[src/hdl/pcs_pkg.sv]
// shared constants and types of the program counter and rom sequencer
package pcs_pkg;

    // program memory map
    localparam int          PC_W         = 11;
    localparam int          ROM_WORDS    = 2048;
    localparam logic [10:0] RESET_VEC    = 11'h000;
    localparam logic [10:0] IRQ_VEC      = 11'h008;
    localparam logic [10:0] USER_BASE    = 11'h010;
    localparam logic [10:0] RSVD_BASE    = 11'h7fd;
    localparam logic [10:0] PC_STEP      = 11'h001;

    // hardware return stack
    localparam int          STACK_DEPTH  = 4;
    localparam int          LEVEL_W      = 3;

    // system register offsets
    localparam logic [7:0]  OFS_WORK_R   = 8'h82;
    localparam logic [7:0]  OFS_INDEX_Z  = 8'h83;
    localparam logic [7:0]  OFS_INDEX_Y  = 8'h84;
    localparam logic [7:0]  OFS_FLAGS    = 8'h86;
    localparam logic [7:0]  OFS_STATUS   = 8'hc6;
    localparam logic [7:0]  OFS_ACC      = 8'hc7;
    localparam logic [7:0]  OFS_PC_LOW   = 8'hce;
    localparam logic [7:0]  OFS_PC_HIGH  = 8'hcf;

    // program_status_flags field positions
    localparam int          FLG_TIMEOUT  = 7;
    localparam int          FLG_PDOWN    = 6;
    localparam int          FLG_CARRY    = 2;
    localparam int          FLG_DCARRY   = 1;
    localparam int          FLG_ZERO     = 0;
    localparam logic [7:0]  FLG_ALU_MASK = 8'h07;

    // status register field positions
    localparam int          STS_BUSY     = 7;
    localparam int          STS_RSVD     = 6;
    localparam int          STS_LVL_LSB  = 0;

    // reset values
    localparam logic [7:0]  REG_RST      = 8'h00;
    localparam logic [1:0]  CAUSE_POR    = 2'b10;
    localparam logic [1:0]  CAUSE_WDT    = 2'b00;
    localparam logic [1:0]  CAUSE_EXT    = 2'b11;

    // one command from the instruction decoder per cycle
    typedef enum logic [3:0] {
        OP_NONE,
        OP_STEP,
        OP_JUMP,
        OP_CALL,
        OP_RET,
        OP_IRQ,
        OP_INTERRUPT_RETURN,
        OP_TABLE,
        OP_ADD_PCL,
        OP_SUB_PCL,
        OP_SAVE,
        OP_RESTORE,
        OP_INC_Z
    } pcs_op_t;

endpackage

[src/hdl/pcs_stack_if.sv]
// link between the sequencer and its return address stack
`timescale 1ns/1ns
interface pcs_stack_if;
    import pcs_pkg::*;
    logic               push;
    logic               pop;
    logic [PC_W-1:0]    push_pc;
    logic [PC_W-1:0]    top_pc;
    logic [LEVEL_W-1:0] level;
    modport seq_side   (output push, pop, push_pc, input top_pc, level);
    modport stack_side (input push, pop, push_pc, output top_pc, level);
endinterface

[src/hdl/pcs_sequencer.sv]
// program counter, rom fetch and table read sequencer
//
// Added by the designer: the address map and the plain strobed port.
`timescale 1ns/1ns
//
// Behaviour
// - 2K rom, vectors 0000h/0008h, top words reserved
// - reset vector is one word, normally jump
// - any reset restores registers, fetch from 0000h
// - power-on reset: timeout 1, powerdown 0
// - watchdog reset: timeout 0, powerdown 0
// - external reset: timeout 1, powerdown 1
// - reset cause flags readable in status flags
// - interrupt pushes pc, fetches at 0008h
// - save/restore acc and flags, not cause bits
// - single save buffer; second save overwrites
// - table address is high index : low index
// - table read: low byte to acc, high to r
// - low index wrap leaves high index alone
// - pcl plus acc carry increments pch
// - pcl minus acc borrow leaves pch
// - pc readable, writable as two byte registers
// - return address stack holds four levels
// - index registers are also working/indirect pointer
module pcs_sequencer
    import pcs_pkg::*;
#(
    parameter int DEPTH = STACK_DEPTH
) (
    input  wire logic        clk_sys,       // system clock, 100 MHz
    input  wire logic        sys_rst,       // power-on reset, sync, high
    input  wire logic        ext_rst_n_pin, // external reset pin, low
    input  wire logic        wdt_ovf,       // watchdog overflow pulse
    input  pcs_op_t          cmd_op,        // decoder command
    input  wire logic [10:0] cmd_target,    // jump or call target
    input  wire logic [15:0] rom_rdata,     // word at rom_addr
    input  wire logic [7:0]  reg_addr,      // register address
    input  wire logic [7:0]  reg_wdata,     // register write data
    input  wire logic        reg_wr,        // register write strobe
    input  wire logic        reg_rd,        // register read strobe
    output logic      [7:0]  reg_rdata,     // read data, next cycle
    output logic      [10:0] rom_addr,      // program memory address
    output logic             busy,          // table read in progress
    output logic      [7:0]  acc,           // accumulator
    output logic      [7:0]  work_r,        // table high byte / work
    output logic      [7:0]  index_y,       // high index, indirect ptr
    output logic      [7:0]  index_z,       // low index, indirect ptr
    output logic      [7:0]  status_flags,  // program_status_flags
    output logic             rsvd_fetch     // fetch hit reserved area
);
    typedef enum logic [0:0] {
        ST_RUN,
        ST_TABLE
    } pcs_state_t;

    pcs_state_t      state;
    pcs_state_t      next_state;
    logic [10:0]     pc;
    logic [10:0]     next_pc;
    logic [10:0]     next_rom_addr;
    logic [8:0]      pcl_sum;
    logic [7:0]      pcl_diff;
    logic [7:0]      save_acc;
    logic [7:0]      save_flags;
    logic [2:0]      ext_sync;
    logic            ext_active;
    logic            restart;
    logic            run_cmd;
    logic            rsvd_clear;
    logic [10:0]     pc_plus_one;
    logic [7:0]      flags_wmask;
    pcs_stack_if     stk_if ();

    pcs_stack #(
        .DEPTH (DEPTH)
    ) u_stack (
        .clk_sys (clk_sys),
        .sys_rst (sys_rst | restart),
        .stk     (stk_if.stack_side)
    );

    function automatic logic hit(input logic [7:0] ofs);
        hit = (reg_addr == ofs);
    endfunction

    function automatic logic wr_hit(input logic [7:0] ofs);
        wr_hit = reg_wr && (reg_addr == ofs);
    endfunction

    // commands count only while no table read holds the core
    function automatic logic take_op(input pcs_op_t op);
        take_op = run_cmd && (cmd_op == op);
    endfunction

    // reset cause in the top two flag bits, alu bits cleared
    function automatic logic [7:0] cause_word(input logic [1:0] cause);
        cause_word = {cause, 6'h00};
    endfunction

    // reset pin: three stages, a level change counts once 2nd and 3rd agree
    always_ff @(posedge clk_sys) begin
        if (sys_rst) begin
            ext_sync <= 3'b111;
        end else begin
            ext_sync <= {ext_sync[1:0], ext_rst_n_pin};
        end
    end

    always_ff @(posedge clk_sys) begin
        if (sys_rst) begin
            ext_active <= 1'b0;
        end else if (ext_sync[1] == ext_sync[2]) begin
            ext_active <= ~ext_sync[2];
        end
    end

    // held low the pin keeps the core at the reset vector
    assign restart = ext_active | wdt_ovf;
    assign run_cmd = (state == ST_RUN);

    assign pcl_sum  = {1'b0, pc[7:0]} + {1'b0, acc};
    assign pcl_diff = pc[7:0] - acc;
    // a call returns to the word after itself
    assign pc_plus_one = pc + PC_STEP;

    // write one clears the status bit; a new hit in that cycle wins
    assign rsvd_clear = reg_wr && (reg_addr == OFS_STATUS)
                        && reg_wdata[STS_RSVD];

    // next fetch address and stack traffic
    always_comb begin
        next_pc            = pc;
        stk_if.push        = 1'b0;
        stk_if.pop         = 1'b0;
        stk_if.push_pc     = pc;
        if (run_cmd) begin
            case (cmd_op)
                OP_STEP, OP_TABLE, OP_SAVE, OP_RESTORE, OP_INC_Z: begin
                    next_pc = pc_plus_one;
                end
                OP_JUMP: begin
                    next_pc = cmd_target;
                end
                OP_CALL: begin
                    stk_if.push    = 1'b1;
                    stk_if.push_pc = pc_plus_one;
                    next_pc        = cmd_target;
                end
                OP_IRQ: begin
                    stk_if.push    = 1'b1;
                    stk_if.push_pc = pc;
                    next_pc        = IRQ_VEC;
                end
                OP_RET, OP_INTERRUPT_RETURN: begin
                    stk_if.pop = 1'b1;
                    next_pc    = stk_if.top_pc;
                end
                OP_ADD_PCL: begin
                    next_pc = {pc[10:8] + {2'b00, pcl_sum[8]},
                               pcl_sum[7:0]};
                end
                OP_SUB_PCL: begin
                    next_pc = {pc[10:8], pcl_diff};
                end
                default: begin
                    next_pc = pc;
                end
            endcase
        end
        // software write to the pc bytes takes effect as a jump
        if (wr_hit(OFS_PC_LOW)) begin
            next_pc[7:0] = reg_wdata;
        end
        if (wr_hit(OFS_PC_HIGH)) begin
            next_pc[10:8] = reg_wdata[2:0];
        end
    end

    always_comb begin
        next_state    = state;
        next_rom_addr = next_pc;
        case (state)
            ST_RUN: begin
                if (take_op(OP_TABLE)) begin
                    next_state    = ST_TABLE;
                    // upper index bits beyond the rom fold away
                    next_rom_addr = {index_y[2:0], index_z};
                end
            end
            ST_TABLE: begin
                next_state = ST_RUN;
            end
            default: begin
                next_state = ST_RUN;
            end
        endcase
    end

    always_ff @(posedge clk_sys) begin
        if (sys_rst || restart) begin
            state <= ST_RUN;
        end else begin
            state <= next_state;
        end
    end

    // busy mirrors the table state so software can poll it
    always_ff @(posedge clk_sys) begin
        if (sys_rst || restart) begin
            busy <= 1'b0;
        end else begin
            busy <= (next_state == ST_TABLE);
        end
    end

    // the reset vector holds one word; fetch restarts there
    always_ff @(posedge clk_sys) begin
        if (sys_rst || restart) begin
            pc <= RESET_VEC;
        end else begin
            pc <= next_pc;
        end
    end

    always_ff @(posedge clk_sys) begin
        if (sys_rst || restart) begin
            rom_addr <= RESET_VEC;
        end else begin
            rom_addr <= next_rom_addr;
        end
    end

    always_ff @(posedge clk_sys) begin
        if (sys_rst || restart) begin
            rsvd_fetch <= 1'b0;
        end else if (next_state == ST_RUN && next_pc >= RSVD_BASE) begin
            rsvd_fetch <= 1'b1;
        end else if (rsvd_clear) begin
            rsvd_fetch <= 1'b0;
        end
    end

    // accumulator: table low byte, restore, or software
    always_ff @(posedge clk_sys) begin
        if (sys_rst || restart) begin
            acc <= REG_RST;
        end else if (state == ST_TABLE) begin
            acc <= rom_rdata[7:0];
        end else if (take_op(OP_RESTORE)) begin
            acc <= save_acc;
        end else if (wr_hit(OFS_ACC)) begin
            acc <= reg_wdata;
        end
    end

    always_ff @(posedge clk_sys) begin
        if (sys_rst || restart) begin
            work_r <= REG_RST;
        end else if (state == ST_TABLE) begin
            work_r <= rom_rdata[15:8];
        end else if (wr_hit(OFS_WORK_R)) begin
            work_r <= reg_wdata;
        end
    end

    // index registers double as working registers and data pointer
    always_ff @(posedge clk_sys) begin
        if (sys_rst || restart) begin
            index_z <= REG_RST;
        end else if (wr_hit(OFS_INDEX_Z)) begin
            index_z <= reg_wdata;
        end else if (take_op(OP_INC_Z)) begin
            index_z <= index_z + 8'h01;
        end
    end

    // no carry path from the low index: software owns that
    always_ff @(posedge clk_sys) begin
        if (sys_rst || restart) begin
            index_y <= REG_RST;
        end else if (wr_hit(OFS_INDEX_Y)) begin
            index_y <= reg_wdata;
        end
    end

    // one buffer only: a nested save silently replaces the outer one
    always_ff @(posedge clk_sys) begin
        if (sys_rst || restart) begin
            save_acc <= REG_RST;
        end else if (take_op(OP_SAVE)) begin
            save_acc <= acc;
        end
    end

    always_ff @(posedge clk_sys) begin
        if (sys_rst || restart) begin
            save_flags <= REG_RST;
        end else if (take_op(OP_SAVE)) begin
            save_flags <= status_flags & FLG_ALU_MASK;
        end
    end

    assign flags_wmask = FLG_ALU_MASK;

    // cause bits change only on a reset; software cannot write them
    always_ff @(posedge clk_sys) begin
        if (sys_rst) begin
            status_flags <= cause_word(CAUSE_POR);
        end else if (ext_active) begin
            status_flags <= cause_word(CAUSE_EXT);
        end else if (wdt_ovf) begin
            status_flags <= cause_word(CAUSE_WDT);
        end else if (take_op(OP_RESTORE)) begin
            status_flags <= (status_flags & ~flags_wmask)
                          | (save_flags & flags_wmask);
        end else if (wr_hit(OFS_FLAGS)) begin
            status_flags <= (status_flags & ~flags_wmask)
                          | (reg_wdata & flags_wmask);
        end
    end

    // read port: data stands in the cycle after the strobe only
    always_ff @(posedge clk_sys) begin
        if (sys_rst) begin
            reg_rdata <= REG_RST;
        end else if (!reg_rd) begin
            reg_rdata <= REG_RST;
        end else if (hit(OFS_FLAGS)) begin
            reg_rdata <= status_flags;
        end else if (hit(OFS_PC_LOW)) begin
            reg_rdata <= pc[7:0];
        end else if (hit(OFS_PC_HIGH)) begin
            reg_rdata <= {5'h00, pc[10:8]};
        end else if (hit(OFS_INDEX_Y)) begin
            reg_rdata <= index_y;
        end else if (hit(OFS_INDEX_Z)) begin
            reg_rdata <= index_z;
        end else if (hit(OFS_WORK_R)) begin
            reg_rdata <= work_r;
        end else if (hit(OFS_ACC)) begin
            reg_rdata <= acc;
        end else if (hit(OFS_STATUS)) begin
            reg_rdata <= {busy, rsvd_fetch, 3'h0, stk_if.level};
        end else begin
            reg_rdata <= REG_RST;
        end
    end
endmodule

[src/hdl/pcs_stack.sv]
// circular return address stack of fixed depth
`timescale 1ns/1ns
module pcs_stack
    import pcs_pkg::*;
#(
    parameter int DEPTH = STACK_DEPTH
) (
    input wire logic     clk_sys,  // system clock
    input wire logic     sys_rst,  // synchronous reset
    pcs_stack_if.stack_side stk    // push and pop port
);
    localparam int PTR_W = $clog2(DEPTH);
    localparam logic [LEVEL_W-1:0] FULL = LEVEL_W'(DEPTH);

    logic [PC_W-1:0]  mem [DEPTH];
    logic [PTR_W-1:0] wr_ptr;
    logic [PTR_W-1:0] top_ptr;

    assign top_ptr = wr_ptr - PTR_W'(1);
    assign stk.top_pc = mem[top_ptr];

    // a fifth push overwrites the oldest entry instead of stalling
    always_ff @(posedge clk_sys) begin
        if (sys_rst) begin
            wr_ptr <= '0;
        end else if (stk.push) begin
            wr_ptr <= wr_ptr + PTR_W'(1);
        end else if (stk.pop) begin
            wr_ptr <= top_ptr;
        end
    end

    always_ff @(posedge clk_sys) begin
        if (stk.push) begin
            mem[wr_ptr] <= stk.push_pc;
        end
    end

    always_ff @(posedge clk_sys) begin
        if (sys_rst) begin
            stk.level <= '0;
        end else if (stk.push && stk.level != FULL) begin
            stk.level <= stk.level + LEVEL_W'(1);
        end else if (stk.pop && !stk.push && stk.level != '0) begin
            stk.level <= stk.level - LEVEL_W'(1);
        end
    end
endmodule

[config.mk]
export PLATFORM = sky130hd
export DESIGN_NAME = pcs_sequencer
export DESIGN_NICKNAME = d
export VERILOG_FILES = /design/src/hdl/pcs_pkg.sv /design/src/hdl/pcs_stack_if.sv /design/src/hdl/pcs_sequencer.sv /design/src/hdl/pcs_stack.sv
export SDC_FILE = /design/constraint.sdc
export NUM_CORES = 1
export LEC_CHECK = 0
export ABC_CLOCK_PERIOD_IN_PS = 6450
export BUFFER_PORTS_ARGS = -buffer_cell sky130_fd_sc_hd__clkbuf_2
export CAP_MARGIN = 30
export CORE_UTILIZATION = 41
export DETAILED_ROUTE_END_ITERATION = 8
export GPL_TIMING_DRIVEN = 1
export PLACE_DENSITY_LB_ADDON = 0.15
export SETUP_SLACK_MARGIN = 0.3
export SKIP_LAST_GASP = 1
export SLEW_MARGIN = 30
export SYNTH_ARGS = -nofsm -noshare
export SYNTH_HDL_FRONTEND = slang
export SYNTH_SLANG_ARGS = --single-unit
[constraint.sdc]
create_clock -name clk_sys -period 6.45 [get_ports clk_sys]
set_input_delay 0 -clock clk_sys [delete_from_list [all_inputs] [get_ports clk_sys]]
set_output_delay 0 -clock clk_sys [all_outputs]
set_load 0.01 [all_outputs]
==> Implementation_results.wiki <==
{| class="wikitable"
! Metric !! Value
|-
| Setup total negative slack || 0 ns
|-
| Netlist cell types || 89
|-
| Share of the yosys chip area belonging to registers || 0.4188
|-
| Number of cells on the worst reg-to-reg path || 18
|-
| Top cells by count, synth || nor2_1, dfxtp_1, nand2_1
|-
| Final weighted congestion of routability-driven global placement || 0.9397
|-
| Die width || 136.4 um
|-
| Relative slew slack || 0.3080
|-
| Total wirelength of the detailed-routed design || 24170 um
|-
| Total number of vias || 6588
|-
| Worst reg2reg endpoint || rsvd_fetch$_SDFFE_PP0P_
|-
| Hpwl dp || 17450 um
|-
| Number of global-route vias before repair || 6073
|-
| Multi-input gate area || 0.003965 mm^2
|-
| Origin of the worst setup path || acc[5]$_SDFFE_PP0P_
|-
| Maximum fanout along the worst path || 10
|-
| Filler cell count in the final layout || 1619
|-
| Number of enable flip-flop cells after synthesis || 44
|-
| Transition time at the pin with the least slew margin || 1.027 ns
|-
| Height of the chip || 136.4 um
|-
| Number of primary I/O pins || 114
|-
| Synthesized instance count || 785
|-
| # DRC || 0
|-
| Number of setup buffers added after CTS || 0
|-
| Avg WL per Cell || 21.35 um
|-
| Vias/cell || 5.820
|-
| Pin count of the biggest net entering global routing || 73
|-
| Class of the tightest hold or removal check || in2reg
|-
| CTS buffer count || 17
|-
| Count of synthesis-stage warnings from yosys || 0
|-
| Max-cap violation count || 0
|-
| CTS hold repair buffers || 21
|-
| Cell repeated most along the worst path || ha_1
|-
| Initial antenna violation count || 0
|-
| Power density over the cells || 236.0 mW/mm^2
|-
| Maximum achievable frequency || 264.0 MHz
|-
| Average footprint of a synthesized cell || 9.437 um^2
|-
| Total overflow reported by the global router || 0
|-
| Number of iterations in the first detailed-routing pass || 5
|-
| Placed Instance Area || 0.008009 mm^2
|-
| Worst skew pair latency || 0.42 ns
|-
| Number of register bits inferred by synthesis || 133
|-
| Primary flip-flop cell chosen by synthesis mapping || dfxtp_1
|-
| Ratio of final minimum period to clock period || 0.5873
|-
| Antenna Diode Count || 0
|-
| Peak ir drop on the vdd network || 0.1710 mV
|-
| GRT Resource Usage Total || 0.2644
|-
| Top cell type's share of synthesized area || 0.2405
|-
| FF+latch area || 0.003103 mm^2
|-
| Worst setup skew after layout || 0.008769 ns
|-
| Critical path data required time || 6.79 ns
|-
| Clock tree from TritonCTS || yes
|-
| Wire length of the first global-routing pass || 35650 um
|-
| Total die area || 0.01861 mm^2
|-
| Final setup violating endpoints || 0
|-
| Non-Filler Instances || 1132
|-
| Share of async-settable or async-resettable flops after synthesis || 0
|-
| Net count of the finished layout || 973
|-
| Worst setup path category || reg2reg
|-
| Number of design-rule violations left by the first detailed-router iteration || 738
|-
| Cells taking the most area after synthesis || dfxtp_1, edfxtp_1, nor2_1, a21oi_1, nand2_1
|-
| Endpoint of the most critical setup path || rsvd_fetch$_SDFFE_PP0P_
|-
| Clk buf depth || 2
|-
| Number of input and output port buffers inserted || 110
|-
| Final Max Tran Viols || 0
|-
| Resized cells post-CTS || 0
|-
| R2R Path Start || acc[5]$_SDFFE_PP0P_
|-
| Placement row count || 48
|-
| Synth-to-layout area growth || 19.02%
|-
| Worst-path clk slew || 0.06 ns
|-
| Remaining antenna violation count after routing || 0
|-
| Leading cell type by number of instances after synthesis || nor2_1
|-
| Post-layout min period || 3.788 ns
|-
| Final cell area excluding filler cells || 0.008817 mm^2
|-
| Number of clock sinks || 133
|-
| Layout cell share with drive strength beyond 1 || 0.2117
|-
| Setup slack on the worst flop-to-flop path || 2.66 ns
|-
| Kind of start point of the critical path || register
|-
| Combined area of all synthesized cells || 0.007408 mm^2
|-
| Leakage dissipation || 3.410 nW
|-
| # placed instances || 1078
|-
| Setup repair after global routing missed its margin || no
|-
| Outcome || finished, final reports clean
|-
| Largest area contributor in the netlist || dfxtp_1
|-
| Nature of the critical path endpoint || register
|-
| Area inside the core boundary || 0.01748 mm^2
|-
| Worst path cell trace || inv_1 > ha_1 > inv_1 > a21oi_1 > o31a_1 > nor2_1 > o21ai_0 > nand2b_1 > ha_1 > ha_1 > nor2b_1 > xnor2_1 > o211ai_1 > o21ai_1 > a31oi_2 > nand2_1 > or4_1 > o31ai_2
|-
| H-tree Lvls || 4
|-
| Buffer cell driving the clock tree root || clkbuf_16
|-
| Critical Path Slowest Stage Cell || or4_1
|-
| Delay contributed by the slowest stage of the critical path || 0.52 ns
|-
| WP data arrival || 4.13 ns
|-
| Starting Density || 0.4239
|-
| Final Hold Vio Count || 0
|}
[metrics by stage]
| stage | setup slack, ns | util | power, mW | hold slack [ns] |
|---|---|---|---|---|
| after floorplan | 3.000 | - | 1.048 | 0.07238 |
| after global placement | 2.809 | 0.4578 | 1.121 | 0.1940 |
| after detailed placement | 2.717 | 0.4583 | 1.120 | 0.1896 |
| after CTS | 2.709 | 0.5041 | 2.084 | 0.02641 |
| after global routing | 2.350 | 0.5045 | 2.142 | 0.05092 |
| final | 2.662 | 0.5045 | 2.081 | 0.04827 |
[how the worst min path moves through the flow]
stage                  start                       to  slack [ns]  depth (start not counted)
2_1_floorplan        sys_rst  ext_active$_SDFFE_PP0N_        0.07                          1
3_3_place_gp   ext_rst_n_pin   ext_sync[0]$_SDFF_PP1_        0.19                          2
3_5_place_dp   ext_rst_n_pin   ext_sync[0]$_SDFF_PP1_        0.19                          2
4_1_cts         reg_wdata[2]  index_y[2]$_SDFFE_PP0P_        0.03                          3
5_1_grt         reg_wdata[0]  index_y[0]$_SDFFE_PP0P_        0.05                          3
6_report        reg_wdata[2]  index_y[2]$_SDFFE_PP0P_        0.05                          3
[power breakdown]
part	internal (mW)	switching [mW]
combinational	0.0867	0.137
clock	0.587	0.375
sequential	0.878	0.0176
[placed cells by master (no fill, tap or decap), types with 5 or more instances in the layout]
cell type and count:
a31oi_1 6, inv_1 20, a21oi_1 60, a21o_1 5, xor2_1 15, nor2_1 92, a22oi_1 20, mux4_2 7
xnor2_1 17, dfxtp_1 89, nand2b_1 10, nor3_1 15, buf_4 5, o22ai_1 6, clkbuf_16 18, a211oi_1 16
edfxtp_1 44, and2_1 9, nand3_1 35, clkbuf_2 111, nand2_1 77, o21ai_0 22, or2_2 7, nor2b_1 8
ha_1 23, dlygate4sd3_1 21, mux2i_1 22, o211ai_1 7
[routing by layer]
layer	vias up	track usage	routed length (um)
met5	-	0	0
met4	0	0.08765	464
met3	36	0.06823	2271
met2	308	0.3855	10630
met1	3162	0.3767	10810
li1	3082	-	-
[registers in the layout, indices dropped and copies added (netlist names)]
signal	count
save_acc	8
work_r	8
index_y	8
status_flags	5
rsvd_fetch	1
save_flags	3
reg_rdata	8
busy	1
index_z	8
rom_addr	11
u_stack.mem	44
acc	8
u_stack.stk.level	3
u_stack.wr_ptr	2
pc	11
ext_sync	3
ext_active	1
[logic make-up after synthesis]
kind of cell | count (synthesis) | share of synthesized area
mux | 34 | 0.06671
xor+xnor | 32 | 0.03783
flops | 133 | 0.4188
buf+inv | 69 | 0.04830
other cells | 1 | 0.0005062
simple gates | 300 | 0.2047
compound gates | 190 | 0.1762
fa+ha+maj | 26 | 0.04695
[cell type report]
class                      instances  area share
timing repair buffer             136     0.09053
tap                              225     0.03193
clock inverter                    10     0.01064
multi-input combinational        585      0.4497
inverter                          21    0.008940
clock buffer                      22     0.05634
sequential                       133      0.3519
[critical path, delay by kind of cell, from the launching register on]
family / cells / cell delay (ns)
AND/OR/NAND/NOR: 5 / 0.87
adder cells (fa/ha/maj): 3 / 0.79
XOR/XNOR: 1 / 0.14
AO/OA/AOI/OAI: 7 / 1.24
buffers and inverters: 2 / 0.22
flip-flops: 1 / 0.43
Note: power is estimated with default switching activity, not from simulation.
